===== src/pkg/pmbus_op_params.svh =====
`ifndef PMBUS_OP_PARAMS_SVH
`define PMBUS_OP_PARAMS_SVH

// Command code of the conversion-control byte
`define CONV_CTRL_CMD 8'h01
`define CONV_CTRL_RESET 8'h00
// Field positions inside the conversion-control byte
`define ON_BIT 7
`define SOFT_OFF_BIT 6
`define MARGIN_MSB 5
`define MARGIN_LSB 2
`define RESERVED_MASK 8'h03
// Margin field encodings
`define MARGIN_OFF_A 4'h0
`define MARGIN_OFF_B 4'h1
`define MARGIN_OFF_C 4'h2
`define MARGIN_LOW_IGN 4'h5
`define MARGIN_LOW_ACT 4'h6
`define MARGIN_HIGH_IGN 4'h9
`define MARGIN_HIGH_ACT 4'hA
// Bus address, arbitrary default
`define DEV_ADDR_DEFAULT 7'h2A
// Data bytes captured per block transfer
`define BLOCK_BYTES_DEFAULT 4
`define BLOCK_BYTES_MAX 4
`define BITS_PER_BYTE 4'h8
`define LAST_TX_BIT 4'h7

`endif


===== src/pkg/pmbus_op_pkg.sv =====
package pmbus_op_pkg;

    typedef enum logic [2:0] {
        LINK_IDLE = 3'h0,
        LINK_RX = 3'h1,
        LINK_ACK = 3'h3,
        LINK_TX = 3'h2,
        LINK_TXACK = 3'h6
    } link_state_t;

    typedef enum logic [1:0] {
        SEQ_OFF = 2'h0,
        SEQ_RUN = 2'h1,
        SEQ_DELAY = 2'h3,
        SEQ_RAMP = 2'h2
    } seq_state_t;

    typedef enum logic [1:0] {
        MARGIN_NONE = 2'h0,
        MARGIN_LOW = 2'h1,
        MARGIN_HIGH = 2'h2
    } margin_t;

    typedef struct packed {
        logic [2:0] scl_q;
        logic [2:0] sda_q;
        link_state_t st;
        logic [3:0] bitcnt;
        logic [2:0] byte_idx;
        logic [7:0] sh;
        logic rw;
        logic addressed;
        logic [7:0] cmd;
        logic [31:0] blk;
        logic [2:0] wr_cnt;
        logic [7:0] op;
        logic drive_low;
        logic tx_ack;
        logic invalid;
    } link_reg_t;

    typedef struct packed {
        seq_state_t st;
        logic [23:0] cnt;
    } seq_reg_t;

endpackage


===== src/design/turnoff_sequencer.sv =====
`timescale 1ns/1ps
`include "pmbus_op_params.svh"

module turnoff_sequencer #(
    parameter int DELAY_W = 24
) (
    input wire logic clk,
    input wire logic reset,
    input wire logic run_req,
    input wire logic soft_off,
    input wire logic cmd_off,
    input wire logic [DELAY_W-1:0] delay_cycles,
    input wire logic vout_zero,
    output logic converting,
    output logic ramp_down,
    output logic stage_hiz
);
    generate
        if (DELAY_W < 1 || DELAY_W > 24) begin : g_bad_width
            $error("DELAY_W must be 1 to 24");
        end
    endgenerate

    pmbus_op_pkg::seq_reg_t r_r;
    pmbus_op_pkg::seq_reg_t r_nxt;

    always_comb begin
        r_nxt = r_r;
        case (r_r.st)
            pmbus_op_pkg::SEQ_OFF: begin
                if (run_req) begin
                    r_nxt.st = pmbus_op_pkg::SEQ_RUN;
                end
            end
            pmbus_op_pkg::SEQ_RUN: begin
                // Profile bit only matters at the falling edge of the request
                if (!run_req) begin
                    if (cmd_off && soft_off) begin
                        r_nxt.st = pmbus_op_pkg::SEQ_DELAY;
                        r_nxt.cnt = 24'h00_0001;
                    end else begin
                        r_nxt.st = pmbus_op_pkg::SEQ_OFF;
                    end
                end
            end
            pmbus_op_pkg::SEQ_DELAY: begin
                if (run_req) begin
                    r_nxt.st = pmbus_op_pkg::SEQ_RUN;
                end else if (r_r.cnt[DELAY_W-1:0] >= delay_cycles) begin
                    r_nxt.st = pmbus_op_pkg::SEQ_RAMP;
                end else begin
                    r_nxt.cnt = r_r.cnt + 24'h00_0001;
                end
            end
            pmbus_op_pkg::SEQ_RAMP: begin
                if (run_req) begin
                    r_nxt.st = pmbus_op_pkg::SEQ_RUN;
                end else if (vout_zero) begin
                    r_nxt.st = pmbus_op_pkg::SEQ_OFF;
                end
            end
            default: begin
                r_nxt.st = pmbus_op_pkg::SEQ_OFF;
            end
        endcase
    end

    always_ff @(posedge clk) begin
        if (reset) begin
            r_r <= '0;
        end else begin
            r_r <= r_nxt;
        end
    end

    assign converting = (r_r.st != pmbus_op_pkg::SEQ_OFF);
    assign ramp_down = (r_r.st == pmbus_op_pkg::SEQ_RAMP);
    assign stage_hiz = (r_r.st == pmbus_op_pkg::SEQ_OFF);

    hard_stop_a: assert property (@(posedge clk) disable iff (reset)
        (r_r.st == pmbus_op_pkg::SEQ_RUN && !run_req && !(cmd_off && soft_off)) |=> stage_hiz)
        else $error("immediate off did not tristate the stage");
    soft_hold_a: assert property (@(posedge clk) disable iff (reset)
        (r_r.st == pmbus_op_pkg::SEQ_RUN && !run_req && cmd_off && soft_off) |=> converting && !ramp_down)
        else $error("soft off did not keep regulating");
    ramp_end_a: assert property (@(posedge clk) disable iff (reset)
        (ramp_down && !run_req && vout_zero) |=> stage_hiz)
        else $error("ramp did not stop at zero volts");
    no_self_start_a: assert property (@(posedge clk) disable iff (reset)
        (stage_hiz && !run_req) |=> stage_hiz)
        else $error("conversion started without request");
    on_ignores_profile_a: assert property (@(posedge clk) disable iff (reset)
        (converting && !ramp_down && run_req) [*2] |=> converting && !ramp_down)
        else $error("profile acted while enabled");

    soft_path_c: cover property (@(posedge clk) disable iff (reset)
        ramp_down ##1 stage_hiz);
endmodule // turnoff_sequencer


===== src/design/pmbus_operation_command.sv =====
`timescale 1ns/1ps
`include "pmbus_op_params.svh"

// How it works
// - Block data lands lowest byte first
// - Command 01h answered by byte write/read
// - Bit 7 enables or disables conversion
// - Enable alone never starts conversion
// - Turn-off profile acts only on enable fall
// - Profile 0: stop now, stage tristated
// - Profile 1: delay, ramp down, then stop
// - Codes 0,1,2 select margin off
// - Code 5: margin low, faults ignored if bit 7 set
// - Code 6: margin low, faults acted on
// - Code 9: margin high, faults ignored if bit 7 set
// - Code A: margin high; others unsupported
// - Bits 1 and 0 read as zero
// - Unlisted write flagged as invalid data
// - Command on/off obeyed only if respected
module pmbus_operation_command #(
    parameter logic [6:0] DEV_ADDR = `DEV_ADDR_DEFAULT,
    parameter int BLOCK_BYTES = `BLOCK_BYTES_DEFAULT,
    parameter int DELAY_W = 24
) (
    input wire logic clk,
    input wire logic reset,
    input wire logic scl_in,
    input wire logic sda_in,
    output logic sda_out,
    output logic sda_oe,
    input wire logic cmd_respect,
    input wire logic conditions_ok,
    input wire logic [DELAY_W-1:0] toff_delay_cycles,
    input wire logic vout_at_zero,
    output logic conversion_on,
    output logic power_stage_hiz,
    output logic soft_ramp_down,
    output pmbus_op_pkg::margin_t margin_sel,
    output logic ignore_ov_uv,
    output logic invalid_data,
    output logic [7:0] conv_ctrl_value
);
    generate
        if (BLOCK_BYTES < 1 || BLOCK_BYTES > `BLOCK_BYTES_MAX) begin : g_bad_bytes
            $error("BLOCK_BYTES must be 1 to 4");
        end
    endgenerate

    function automatic logic margin_ok(input logic [3:0] m);
        margin_ok = (m == `MARGIN_OFF_A) || (m == `MARGIN_OFF_B) || (m == `MARGIN_OFF_C) ||
            (m == `MARGIN_LOW_IGN) || (m == `MARGIN_LOW_ACT) ||
            (m == `MARGIN_HIGH_IGN) || (m == `MARGIN_HIGH_ACT);
    endfunction

    function automatic logic value_ok(input logic [7:0] v);
        value_ok = ((v & `RESERVED_MASK) == 8'h00) && margin_ok(v[`MARGIN_MSB:`MARGIN_LSB]);
    endfunction

    function automatic pmbus_op_pkg::margin_t margin_of(input logic [3:0] m);
        if (m == `MARGIN_LOW_IGN || m == `MARGIN_LOW_ACT) begin
            margin_of = pmbus_op_pkg::MARGIN_LOW;
        end else if (m == `MARGIN_HIGH_IGN || m == `MARGIN_HIGH_ACT) begin
            margin_of = pmbus_op_pkg::MARGIN_HIGH;
        end else begin
            margin_of = pmbus_op_pkg::MARGIN_NONE;
        end
    endfunction

    function automatic logic margin_ignores(input logic [3:0] m);
        margin_ignores = (m == `MARGIN_LOW_IGN) || (m == `MARGIN_HIGH_IGN);
    endfunction

    pmbus_op_pkg::link_reg_t r_r;
    pmbus_op_pkg::link_reg_t r_nxt;

    // Stage 1 of each synchroniser feeds stage 2 only; edges use stages 2 and 3
    logic scl_h;
    logic scl_rise;
    logic scl_fall;
    logic sda_now;
    logic start_ev;
    logic stop_ev;
    logic [7:0] read_val;

    assign scl_h = r_r.scl_q[1];
    assign sda_now = r_r.sda_q[1];
    assign scl_rise = r_r.scl_q[1] && !r_r.scl_q[2];
    assign scl_fall = !r_r.scl_q[1] && r_r.scl_q[2];
    assign start_ev = scl_h && r_r.scl_q[2] && r_r.sda_q[2] && !sda_now;
    assign stop_ev = scl_h && r_r.scl_q[2] && !r_r.sda_q[2] && sda_now;
    // Unknown command codes are stored but never acknowledged; a read after one returns 00h
    assign read_val = (r_r.cmd == `CONV_CTRL_CMD) ? (r_r.op & ~`RESERVED_MASK) : 8'h00;

    always_comb begin
        logic ack;
        logic [2:0] k;
        ack = 1'b0;
        k = r_r.byte_idx - 3'h2;
        r_nxt = r_r;
        r_nxt.scl_q = {r_r.scl_q[1:0], scl_in};
        r_nxt.sda_q = {r_r.sda_q[1:0], sda_in};
        r_nxt.invalid = 1'b0;
        if (start_ev) begin
            r_nxt.st = pmbus_op_pkg::LINK_RX;
            r_nxt.bitcnt = 4'h0;
            r_nxt.byte_idx = 3'h0;
            r_nxt.addressed = 1'b0;
            r_nxt.wr_cnt = 3'h0;
            r_nxt.drive_low = 1'b0;
        end else if (stop_ev) begin
            // Writes commit at stop so a cut transfer never half-updates the byte
            if (r_r.addressed && r_r.cmd == `CONV_CTRL_CMD && r_r.wr_cnt != 3'h0) begin
                if (r_r.wr_cnt == 3'h1 && value_ok(r_r.blk[7:0])) begin
                    r_nxt.op = r_r.blk[7:0];
                end else begin
                    r_nxt.invalid = 1'b1;
                end
            end
            r_nxt.st = pmbus_op_pkg::LINK_IDLE;
            r_nxt.addressed = 1'b0;
            r_nxt.drive_low = 1'b0;
        end else begin
            case (r_r.st)
                pmbus_op_pkg::LINK_IDLE: begin
                    r_nxt.drive_low = 1'b0;
                end
                pmbus_op_pkg::LINK_RX: begin
                    if (scl_rise) begin
                        r_nxt.sh = {r_r.sh[6:0], sda_now};
                        r_nxt.bitcnt = r_r.bitcnt + 4'h1;
                    end else if (scl_fall && r_r.bitcnt == `BITS_PER_BYTE) begin
                        case (r_r.byte_idx)
                            3'h0: begin
                                if (r_r.sh[7:1] == DEV_ADDR) begin
                                    ack = 1'b1;
                                    r_nxt.rw = r_r.sh[0];
                                    r_nxt.addressed = ~r_r.sh[0];
                                end
                            end
                            3'h1: begin
                                r_nxt.cmd = r_r.sh;
                                ack = (r_r.sh == `CONV_CTRL_CMD);
                            end
                            default: begin
                                for (int i = 0; i < BLOCK_BYTES; i++) begin
                                    if (k == i[2:0]) begin
                                        r_nxt.blk[8*i +: 8] = r_r.sh;
                                        ack = 1'b1;
                                    end
                                end
                                if (ack) begin
                                    r_nxt.wr_cnt = r_r.wr_cnt + 3'h1;
                                end
                            end
                        endcase
                        if (ack) begin
                            r_nxt.st = pmbus_op_pkg::LINK_ACK;
                            r_nxt.drive_low = 1'b1;
                        end else begin
                            r_nxt.st = pmbus_op_pkg::LINK_IDLE;
                        end
                    end
                end
                pmbus_op_pkg::LINK_ACK: begin
                    if (scl_fall) begin
                        if (r_r.rw && r_r.byte_idx == 3'h0) begin
                            r_nxt.st = pmbus_op_pkg::LINK_TX;
                            r_nxt.sh = read_val;
                            r_nxt.bitcnt = 4'h0;
                            r_nxt.drive_low = ~read_val[7];
                        end else begin
                            r_nxt.st = pmbus_op_pkg::LINK_RX;
                            r_nxt.bitcnt = 4'h0;
                            r_nxt.drive_low = 1'b0;
                            r_nxt.byte_idx = (r_r.byte_idx == 3'h7) ? r_r.byte_idx : r_r.byte_idx + 3'h1;
                        end
                    end
                end
                pmbus_op_pkg::LINK_TX: begin
                    if (scl_fall) begin
                        if (r_r.bitcnt == `LAST_TX_BIT) begin
                            r_nxt.st = pmbus_op_pkg::LINK_TXACK;
                            r_nxt.drive_low = 1'b0;
                        end else begin
                            r_nxt.sh = {r_r.sh[6:0], 1'b0};
                            r_nxt.bitcnt = r_r.bitcnt + 4'h1;
                            r_nxt.drive_low = ~r_r.sh[6];
                        end
                    end
                end
                pmbus_op_pkg::LINK_TXACK: begin
                    if (scl_rise) begin
                        r_nxt.tx_ack = ~sda_now;
                    end else if (scl_fall) begin
                        // Host ack asks for the byte again; nack ends the read
                        if (r_r.tx_ack) begin
                            r_nxt.st = pmbus_op_pkg::LINK_TX;
                            r_nxt.sh = read_val;
                            r_nxt.bitcnt = 4'h0;
                            r_nxt.drive_low = ~read_val[7];
                        end else begin
                            r_nxt.st = pmbus_op_pkg::LINK_IDLE;
                        end
                    end
                end
                default: begin
                    r_nxt.st = pmbus_op_pkg::LINK_IDLE;
                    r_nxt.drive_low = 1'b0;
                end
            endcase
        end
    end

    always_ff @(posedge clk) begin
        if (reset) begin
            r_r <= '0;
            r_r.scl_q <= 3'h7;
            r_r.sda_q <= 3'h7;
            r_r.op <= `CONV_CTRL_RESET;
        end else begin
            r_r <= r_nxt;
        end
    end

    logic run_req;
    logic cmd_off;

    assign run_req = conditions_ok && (!cmd_respect || r_r.op[`ON_BIT]);
    assign cmd_off = cmd_respect && !r_r.op[`ON_BIT];

    turnoff_sequencer #(
        .DELAY_W(DELAY_W)
    ) u_seq (
        .clk(clk),
        .reset(reset),
        .run_req(run_req),
        .soft_off(r_r.op[`SOFT_OFF_BIT]),
        .cmd_off(cmd_off),
        .delay_cycles(toff_delay_cycles),
        .vout_zero(vout_at_zero),
        .converting(conversion_on),
        .ramp_down(soft_ramp_down),
        .stage_hiz(power_stage_hiz)
    );

    assign sda_out = 1'b0;
    assign sda_oe = r_r.drive_low;
    assign margin_sel = margin_of(r_r.op[`MARGIN_MSB:`MARGIN_LSB]);
    assign ignore_ov_uv = r_r.op[`ON_BIT] && margin_ignores(r_r.op[`MARGIN_MSB:`MARGIN_LSB]);
    assign invalid_data = r_r.invalid;
    assign conv_ctrl_value = r_r.op & ~`RESERVED_MASK;

    reserved_zero_a: assert property (@(posedge clk) disable iff (reset)
        r_r.op[1:0] == 2'h0 ##1 conv_ctrl_value[1:0] == 2'h0)
        else $error("reserved bits not zero");
    reject_keeps_a: assert property (@(posedge clk) disable iff (reset)
        invalid_data |-> r_r.op == $past(r_r.op))
        else $error("rejected write changed the stored byte");
    bad_write_flag_a: assert property (@(posedge clk) disable iff (reset)
        (stop_ev && r_r.addressed && r_r.cmd == `CONV_CTRL_CMD && r_r.wr_cnt == 3'h1 &&
        !value_ok(r_r.blk[7:0])) |=> invalid_data)
        else $error("unsupported data not flagged");
    margin_off_a: assert property (@(posedge clk) disable iff (reset)
        (margin_sel == pmbus_op_pkg::MARGIN_NONE) |-> r_r.op[5:2] <= 4'h2 && !ignore_ov_uv)
        else $error("margin off decode wrong");
    margin_low_a: assert property (@(posedge clk) disable iff (reset)
        (r_r.op[5:2] == `MARGIN_LOW_ACT) |-> margin_sel == pmbus_op_pkg::MARGIN_LOW && !ignore_ov_uv)
        else $error("margin low act decode wrong");
    ignore_faults_a: assert property (@(posedge clk) disable iff (reset)
        ignore_ov_uv |-> r_r.op[7] && (r_r.op[5:2] == 4'h5 || r_r.op[5:2] == 4'h9))
        else $error("fault ignore without enable and ignore code");
    cmd_disable_a: assert property (@(posedge clk) disable iff (reset)
        (cmd_respect && !r_r.op[7]) [*3] |=> !conversion_on || soft_ramp_down || u_seq.r_r.st == 2'h3)
        else $error("command off did not stop conversion");
    read_value_a: assert property (@(posedge clk) disable iff (reset)
        (r_r.st == pmbus_op_pkg::LINK_ACK && scl_fall && r_r.rw && r_r.byte_idx == 3'h0) |=>
        r_r.st == pmbus_op_pkg::LINK_TX && r_r.sh == {$past(r_r.op[7:2]), 2'h0})
        else $error("read byte loaded wrong value");

    write_ok_c: cover property (@(posedge clk) disable iff (reset)
        stop_ev && r_r.addressed && r_r.wr_cnt == 3'h1 ##1 !invalid_data);
    write_bad_c: cover property (@(posedge clk) disable iff (reset) invalid_data);
    read_done_c: cover property (@(posedge clk) disable iff (reset)
        r_r.st == pmbus_op_pkg::LINK_TXACK ##[1:200] r_r.st == pmbus_op_pkg::LINK_IDLE);
endmodule // pmbus_operation_command


===== config.mk =====
export PLATFORM = sky130hd
export DESIGN_NAME = pmbus_operation_command
export DESIGN_NICKNAME = d
export VERILOG_FILES = /design/src/pkg/pmbus_op_pkg.sv /design/src/design/turnoff_sequencer.sv /design/src/design/pmbus_operation_command.sv
export VERILOG_INCLUDE_DIRS = /design/src /design/src/pkg
export SDC_FILE = /design/constraint.sdc
export NUM_CORES = 1
export LEC_CHECK = 0
export BUFFER_PORTS_ARGS = -buffer_cell sky130_fd_sc_hd__buf_2
export CAP_MARGIN = 30
export CORE_ASPECT_RATIO = 0.7
export CORE_MARGIN = 4
export CORE_UTILIZATION = 40
export CTS_BUF_LIST = sky130_fd_sc_hd__clkbuf_2 sky130_fd_sc_hd__clkbuf_4 sky130_fd_sc_hd__clkbuf_8
export DETAILED_ROUTE_END_ITERATION = 16
export PLACE_DENSITY = 0.56
export SKIP_LAST_GASP = 1
export SLEW_MARGIN = 20
export SYNTH_ARGS = -nofsm -noshare
export SYNTH_HDL_FRONTEND = slang
export SYNTH_SLANG_ARGS = --single-unit

===== constraint.sdc =====
create_clock -name clk -period 2.6 [get_ports clk]
set_input_delay 0.26 -clock clk [delete_from_list [all_inputs] [get_ports clk]]
set_output_delay 0.26 -clock clk [all_outputs]
set_load 0.01 [all_outputs]

# Word level (Yosys, flattened, before mapping)
# Cells that the tools add are included.
# Widths: inputs -> output; s select.
# word_totals
elab_cells	244
mem_bits_rw	0
memories	0
input_bits	31
rom_bits	0
output_inout_bits	17
latch_bits	0
ff_bits	106
# classes
n_reduce_logical	65
n_mux	85
n_mul	0
addsub	5
order_cmp	1
n_bitwise	12
shift	0
div	0
n_eq_ne	55
# ops
operator	n
$mux 45	3
$mux 8	14
$mux 24	3
$pmux 24 s2	1
$mux 35	1
$reduce_and 7->1	5
$pmux 8 s4	1
$ne 2x2->1 const B	15
$mux 1	28
$ne 4x4->1 const B	7
$mux 26	1
$add 24x1->24 const B	1
$ge 24x24->1	1
$mux 2	12
$reduce_and 8->1	3
$mux 3	7
$mux 7	3
$eq 4x3->1 const B	5
$eq 4x4->1 const B	5
$mux 18	1
$logic_and 1x1->1	17
$eq 8x1->1 const B	2
$mux 16	1
$pmux 4 s4	1
39 further kinds	85

# Depth between registers and ports, before layout
# logic_depth
depth_word	24
mapped_depth	11
ltp_nobuf	9

# Cells and area by module
# Synthesis repeated with hierarchy kept, for this count alone.
# unflattened
cells_unflattened	570
hier_area_um2	4720.8
# modules_own_cells
module	cells_per_inst	n_inst	area_each_um2	seq_area_each_um2
pmbus_operation_command	321	1	2788.9	1081.0
turnoff_sequencer	249	1	1931.9	520.5

# Least setup slack after synthesis
# OpenSTA, ideal clock, no wires.
# synth_path
path_kind	register to register
start	register u_seq.r_r[0] (netlist bit)
end	register u_seq.r_r[11] (netlist bit)
required_time_ns	2.530
setup_ns	0.070
arrival_time_ns	2.239
slack_ns	0.291
path_stages_with_launch	11
path_buffers	1
synth_period_minus_slack_ns	2.309
cell_sequence	dfxtp_1 inv_1 ha_1 nand2b_1 a211oi_2 o221a_2 o211a_4 a21oi_4 buf_6 or4_1 a21oi_1
# synth_via
elab_chain_len	4
elab_cells_between_ends	7
cone_classes	1 x add/sub; 1 x order compare; 1 x eq/ne; 3 x mux; 1 x reduce/logical
# synth_rtl
element	line	text
start, declared	turnoff_sequencer.sv:24	pmbus_op_pkg::seq_reg_t r_r;
start signal, assigned	turnoff_sequencer.sv:72	r_r <= r_nxt;
$add 24x1->24	turnoff_sequencer.sv:52	r_nxt.cnt = r_r.cnt + 24'h00_0001;
$mux 24	turnoff_sequencer.sv:49	end else if (r_r.cnt[DELAY_W-1:0] >= delay_cycles) begin
$mux 24	turnoff_sequencer.sv:47	if (run_req) begin
$pmux 24 s2	turnoff_sequencer.sv:29	case (r_r.st)
# Several ways; a longest one is shown, not always the timed one. The select of a mux whose other input is x is not followed.
# A chain may end at the register's enable or synchronous reset.

# Worst setup path in the final report
# layout_path
start	register u_seq.r_r[7] (netlist bit)
end	register u_seq.r_r[9] (netlist bit)
# The elaborated chain is that of the path after synthesis.

==> metrics.txt <==
# TYPE chip_impl_metric gauge
chip_impl_metric{name="synth-async-reset-ratio",unit=""} 0
chip_impl_metric{name="final-setup-viol-count",unit=""} 0
chip_impl_metric{name="ys_seq_area_frac",unit=""} 0.345
chip_impl_info{name="rsz0062_at_grt",value="false"} 1
chip_impl_metric{name="power.density_cell_area",unit="nW/µm²"} 449
chip_impl_metric{name="ys_ff_latch",unit=""} 80
chip_impl_metric{name="antenna_left",unit=""} 0
chip_impl_metric{name="route.vias.total",unit=""} 4026
chip_impl_metric{name="drive_gt1_frac",unit=""} 0.165
chip_impl_info{name="tritoncts",value="done"} 1
chip_impl_metric{name="drc",unit=""} 0
chip_impl_metric{name="num_antenna_cells",unit=""} 0
chip_impl_metric{name="first_global_vias",unit=""} 3601
chip_impl_metric{name="rrSetupSlack",unit="ns"} 0.09
chip_impl_metric{name="power.ir.vdd_worst",unit="V"} 0.000221
chip_impl_metric{name="fmaxAchievable",unit="MHz"} 399
chip_impl_metric{name="timing.reg2reg.worst_path_depth",unit=""} 9
chip_impl_metric{name="pin_count",unit=""} 48
chip_impl_metric{name="cp.buffers_inverters",unit=""} 1
chip_impl_metric{name="fp.coreArea",unit="µm²"} 11200
chip_impl_metric{name="hold_violations",unit=""} 0
chip_impl_metric{name="hold_buffers",unit=""} 0
chip_impl_info{name="crit_path_top_delay_cell",value="sky130_fd_sc_hd__o31ai_1"} 1
chip_impl_metric{name="cts-root-to-sink-buffers",unit=""} 2
chip_impl_metric{name="worst_ep_arrival_time",unit="ns"} 2.79
chip_impl_metric{name="fin_skew",unit="ns"} 0.0146
chip_impl_metric{name="maxSlewHeadroom",unit=""} 0.492
chip_impl_info{name="outcome",value="complete, no violations"} 1
chip_impl_metric{name="detail_route.iter0.violations",unit=""} 311
chip_impl_metric{name="power_leakage",unit="nW"} 2.22
chip_impl_metric{name="mean_post_synth_cell_area",unit="µm²"} 8.30
chip_impl_metric{name="syn-cell-area",unit="µm²"} 4650
chip_impl_metric{name="layout_min_cycle_time",unit="ns"} 2.51
chip_impl_metric{name="portBuffers",unit=""} 44
chip_impl_info{name="synth.area.top_cells",value="sky130_fd_sc_hd__dfxtp_1 (34%), sky130_fd_sc_hd__ha_1 (9.4%), sky130_fd_sc_hd__mux2i_1 (6.7%)"} 1
chip_impl_metric{name="yosys.cell_types.count",unit=""} 61
chip_impl_metric{name="worst_path_clk_slew",unit="ns"} 0.09
chip_impl_metric{name="finish.net_count",unit=""} 667
chip_impl_metric{name="grt.total_usage",unit=""} 0.170
chip_impl_metric{name="die_outline_width",unit="µm"} 137
chip_impl_metric{name="cts_setup_buffers",unit=""} 0
chip_impl_metric{name="grt_max_degree",unit=""} 31
chip_impl_metric{name="start_util",unit=""} 0.416
chip_impl_metric{name="clk-insertion-delay-late",unit="ns"} 0.36
chip_impl_metric{name="holdPathStages",unit=""} 2
chip_impl_metric{name="layout-area-overhead-vs-synth",unit="%"} 13.0
chip_impl_metric{name="worst-slew-pin-transition",unit="ns"} 0.763
chip_impl_metric{name="yosys_warnings",unit=""} 0
chip_impl_info{name="path_delay_family",value="compound AO/OA/AOI/OAI gates"} 1
chip_impl_info{name="critical_path.endpoint_type",value="register"} 1
chip_impl_info{name="clock_tree.root_cell",value="sky130_fd_sc_hd__clkbuf_8"} 1
chip_impl_metric{name="cts-buffers-inserted",unit=""} 9
chip_impl_info{name="critical_path.cell_chain",value="ha_1, nand2_1, o31ai_1, nand3_1, o211a_4, a21oi_4, buf_12, o21ai_0, a21oi_1"} 1
chip_impl_metric{name="dp_hpwl",unit="µm"} 8410
chip_impl_metric{name="dieArea",unit="µm²"} 13400
chip_impl_info{name="min_path_type",value="in -> reg"} 1
chip_impl_metric{name="std_cell_rows",unit=""} 32
chip_impl_info{name="worstHoldEndpoint",value="r_nxt[78]"} 1
chip_impl_metric{name="synth_edf_count",unit=""} 0
chip_impl_metric{name="groute.layer.met3.usage",unit=""} 0.0407
chip_impl_metric{name="use_met1",unit=""} 0.278
chip_impl_info{name="synth.largest_area_cell",value="sky130_fd_sc_hd__dfxtp_1"} 1
chip_impl_metric{name="wl_per_cell",unit="µm"} 14.9
chip_impl_metric{name="finalWirelength",unit="µm"} 11300
chip_impl_metric{name="period_share",unit=""} 0.965
chip_impl_metric{name="count_of_cell_instances_traversed_by_the_critical_path",unit=""} 9
chip_impl_metric{name="number_of_sinks_handled_by_clock_tree_synthesis",unit=""} 80
chip_impl_metric{name="cts-htree-levels",unit=""} 3
chip_impl_metric{name="finalWeightedCongestion",unit=""} 0.891
chip_impl_metric{name="die_y",unit="µm"} 98.2
chip_impl_metric{name="timing.hold.ws",unit="ns"} 0.0977
chip_impl_metric{name="crit_fanout",unit=""} 30
chip_impl_info{name="setup.worst_path.start_class",value="register"} 1
chip_impl_metric{name="fraction_of_met2_tracks_used_by_global_routing",unit=""} 0.220
chip_impl_metric{name="viasPerCell",unit=""} 5.30
chip_impl_info{name="grt.busiest_layer",value="met1"} 1
chip_impl_metric{name="number_of_antenna_violations_at_the_first_check_in_global_routing",unit=""} 0
chip_impl_info{name="final_common_cell",value="sky130_fd_sc_hd__dfxtp_1"} 1
chip_impl_metric{name="max_cap_viol_count",unit=""} 0
chip_impl_metric{name="grt_first_pass_wirelength",unit="µm"} 18400
chip_impl_metric{name="synth_cells",unit=""} 560
chip_impl_metric{name="timing.setup.tns",unit="ns"} 0
chip_impl_metric{name="synth_largest_type_area_fraction",unit=""} 0.345
chip_impl_info{name="final_cell_mix",value="sky130_fd_sc_hd__dfxtp_1 (77), sky130_fd_sc_hd__nor2_1 (53), sky130_fd_sc_hd__a21oi_1 (49)"} 1
chip_impl_info{name="crit-reg2reg-launch",value="u_seq.r_r[7]"} 1
chip_impl_info{name="worstSetupPathType",value="reg -> reg"} 1
chip_impl_metric{name="worstPathRequired",unit="ns"} 2.88
chip_impl_info{name="reg2reg_to",value="u_seq.r_r[9]"} 1
chip_impl_metric{name="drtPass1Iterations",unit=""} 5
chip_impl_metric{name="globalRouteOverflowTotal",unit=""} 0
chip_impl_info{name="synth_top_flop_cell",value="sky130_fd_sc_hd__dfxtp_1"} 1
chip_impl_metric{name="slowest_delay",unit="ns"} 0.50
chip_impl_metric{name="final-max-slew-violation-count",unit=""} 0
chip_impl_info{name="hold_sp",value="scl_in"} 1
==> metrics by stage <==
stage               cell area (µm²)  setup slack, ns   util  cells  power [mW]
global route                   5250          0.00212  0.470    759        2.45
floorplan                      4660            0.291      -    562        1.34
finish                         5250           0.0907  0.470    759        2.36
CTS                            5240           0.0985  0.469    759        2.38
detailed placement             5020            0.134  0.449    743        1.38
global placement               5020            0.149  0.449    743        1.38
==> metal layers <==
layer	wire length [µm]	vias up
met5	0	-
met4	97	0
met3	632	8
met2	4290	98
met1	6310	1849
li1	-	2071
==> state kept, by name, indices dropped and copies added, names as in the netlist <==
name	flops
conv_ctrl_value	6
r_r	42
sda_oe	1
u_seq.r_r	26
r_nxt	4
invalid_data	1
==> Yosys cell counts (10+ instances only) <==
cell type / number
sky130_fd_sc_hd__o21ai_0: 17
sky130_fd_sc_hd__mux2i_1: 31
sky130_fd_sc_hd__nand2b_1: 10
sky130_fd_sc_hd__or3_1: 14
sky130_fd_sc_hd__o21ai_1: 11
sky130_fd_sc_hd__nand2_1: 35
sky130_fd_sc_hd__a21oi_1: 51
sky130_fd_sc_hd__clkbuf_1: 14
sky130_fd_sc_hd__or4_1: 11
sky130_fd_sc_hd__nor3_1: 12
sky130_fd_sc_hd__o31ai_1: 10
sky130_fd_sc_hd__inv_1: 37
sky130_fd_sc_hd__nor2_1: 53
sky130_fd_sc_hd__ha_1: 35
sky130_fd_sc_hd__nor2b_1: 16
sky130_fd_sc_hd__nand3_1: 19
sky130_fd_sc_hd__dfxtp_1: 80
==> final cells by class <==
type	instances	area (µm²)
repair buffers	60	357
clock buffers	12	165
multi-input cells	412	2740
inverters	38	143
fillers	1085	5920
flip-flops and latches	80	1610
well taps	153	191
clock inverters	4	51.3
==> power breakdown <==
part           switching, mW  internal [mW]  leakage, nW
Combinational         0.0685         0.0476         1.47
Clock                  0.480          0.523        0.109
Sequential           0.00754           1.23        0.647
==> timing repair <==
| item | 4_1_cts | 5_1_grt |
|---|---|---|
| endpoints found under the hold margin | 0 | 0 |
| setup endpoints to repair | 0 | 9 |
| gates resized for setup | 0 | 6 |
==> logic make-up (layout without fill, tap and decap cells) <==
logic type	Yosys count	after routing	share of synthesized area
other	1	3	0.000807
DFF	80	80	0.345
muxes	31	31	0.0668
adders and majority gates	35	35	0.0942
AOI/OAI and AO/OA	117	117	0.155
xor gates and xnor gates	5	5	0.00942
and+or+nand+nor	221	221	0.260
buffers and inverters	70	114	0.0692
==> worst max path at each step <==
stage                       startpoint            end  slack [ns]
after floorplan           u_seq.r_r[0]  u_seq.r_r[11]        0.29
after global placement    u_seq.r_r[7]   u_seq.r_r[6]        0.15
after detailed placement  u_seq.r_r[9]  u_seq.r_r[15]        0.13
after CTS                 u_seq.r_r[7]  u_seq.r_r[15]         0.1
after global routing           r_r[64]         sda_oe       0.002
final                     u_seq.r_r[7]   u_seq.r_r[9]        0.09
==> worst reg2reg max path, cell delays in order, from the launching register on <==
cell and delay [ns]:
sky130_fd_sc_hd__dfxtp_2 0.36, sky130_fd_sc_hd__ha_1 0.29, sky130_fd_sc_hd__nand2_1 0.08, sky130_fd_sc_hd__o31ai_1 0.50, sky130_fd_sc_hd__nand3_1 0.21, sky130_fd_sc_hd__o211a_4 0.30
sky130_fd_sc_hd__a21oi_4 0.20, sky130_fd_sc_hd__buf_12 0.19, sky130_fd_sc_hd__o21ai_0 0.14, sky130_fd_sc_hd__a21oi_1 0.15
(Power assumes the default switching activity.)
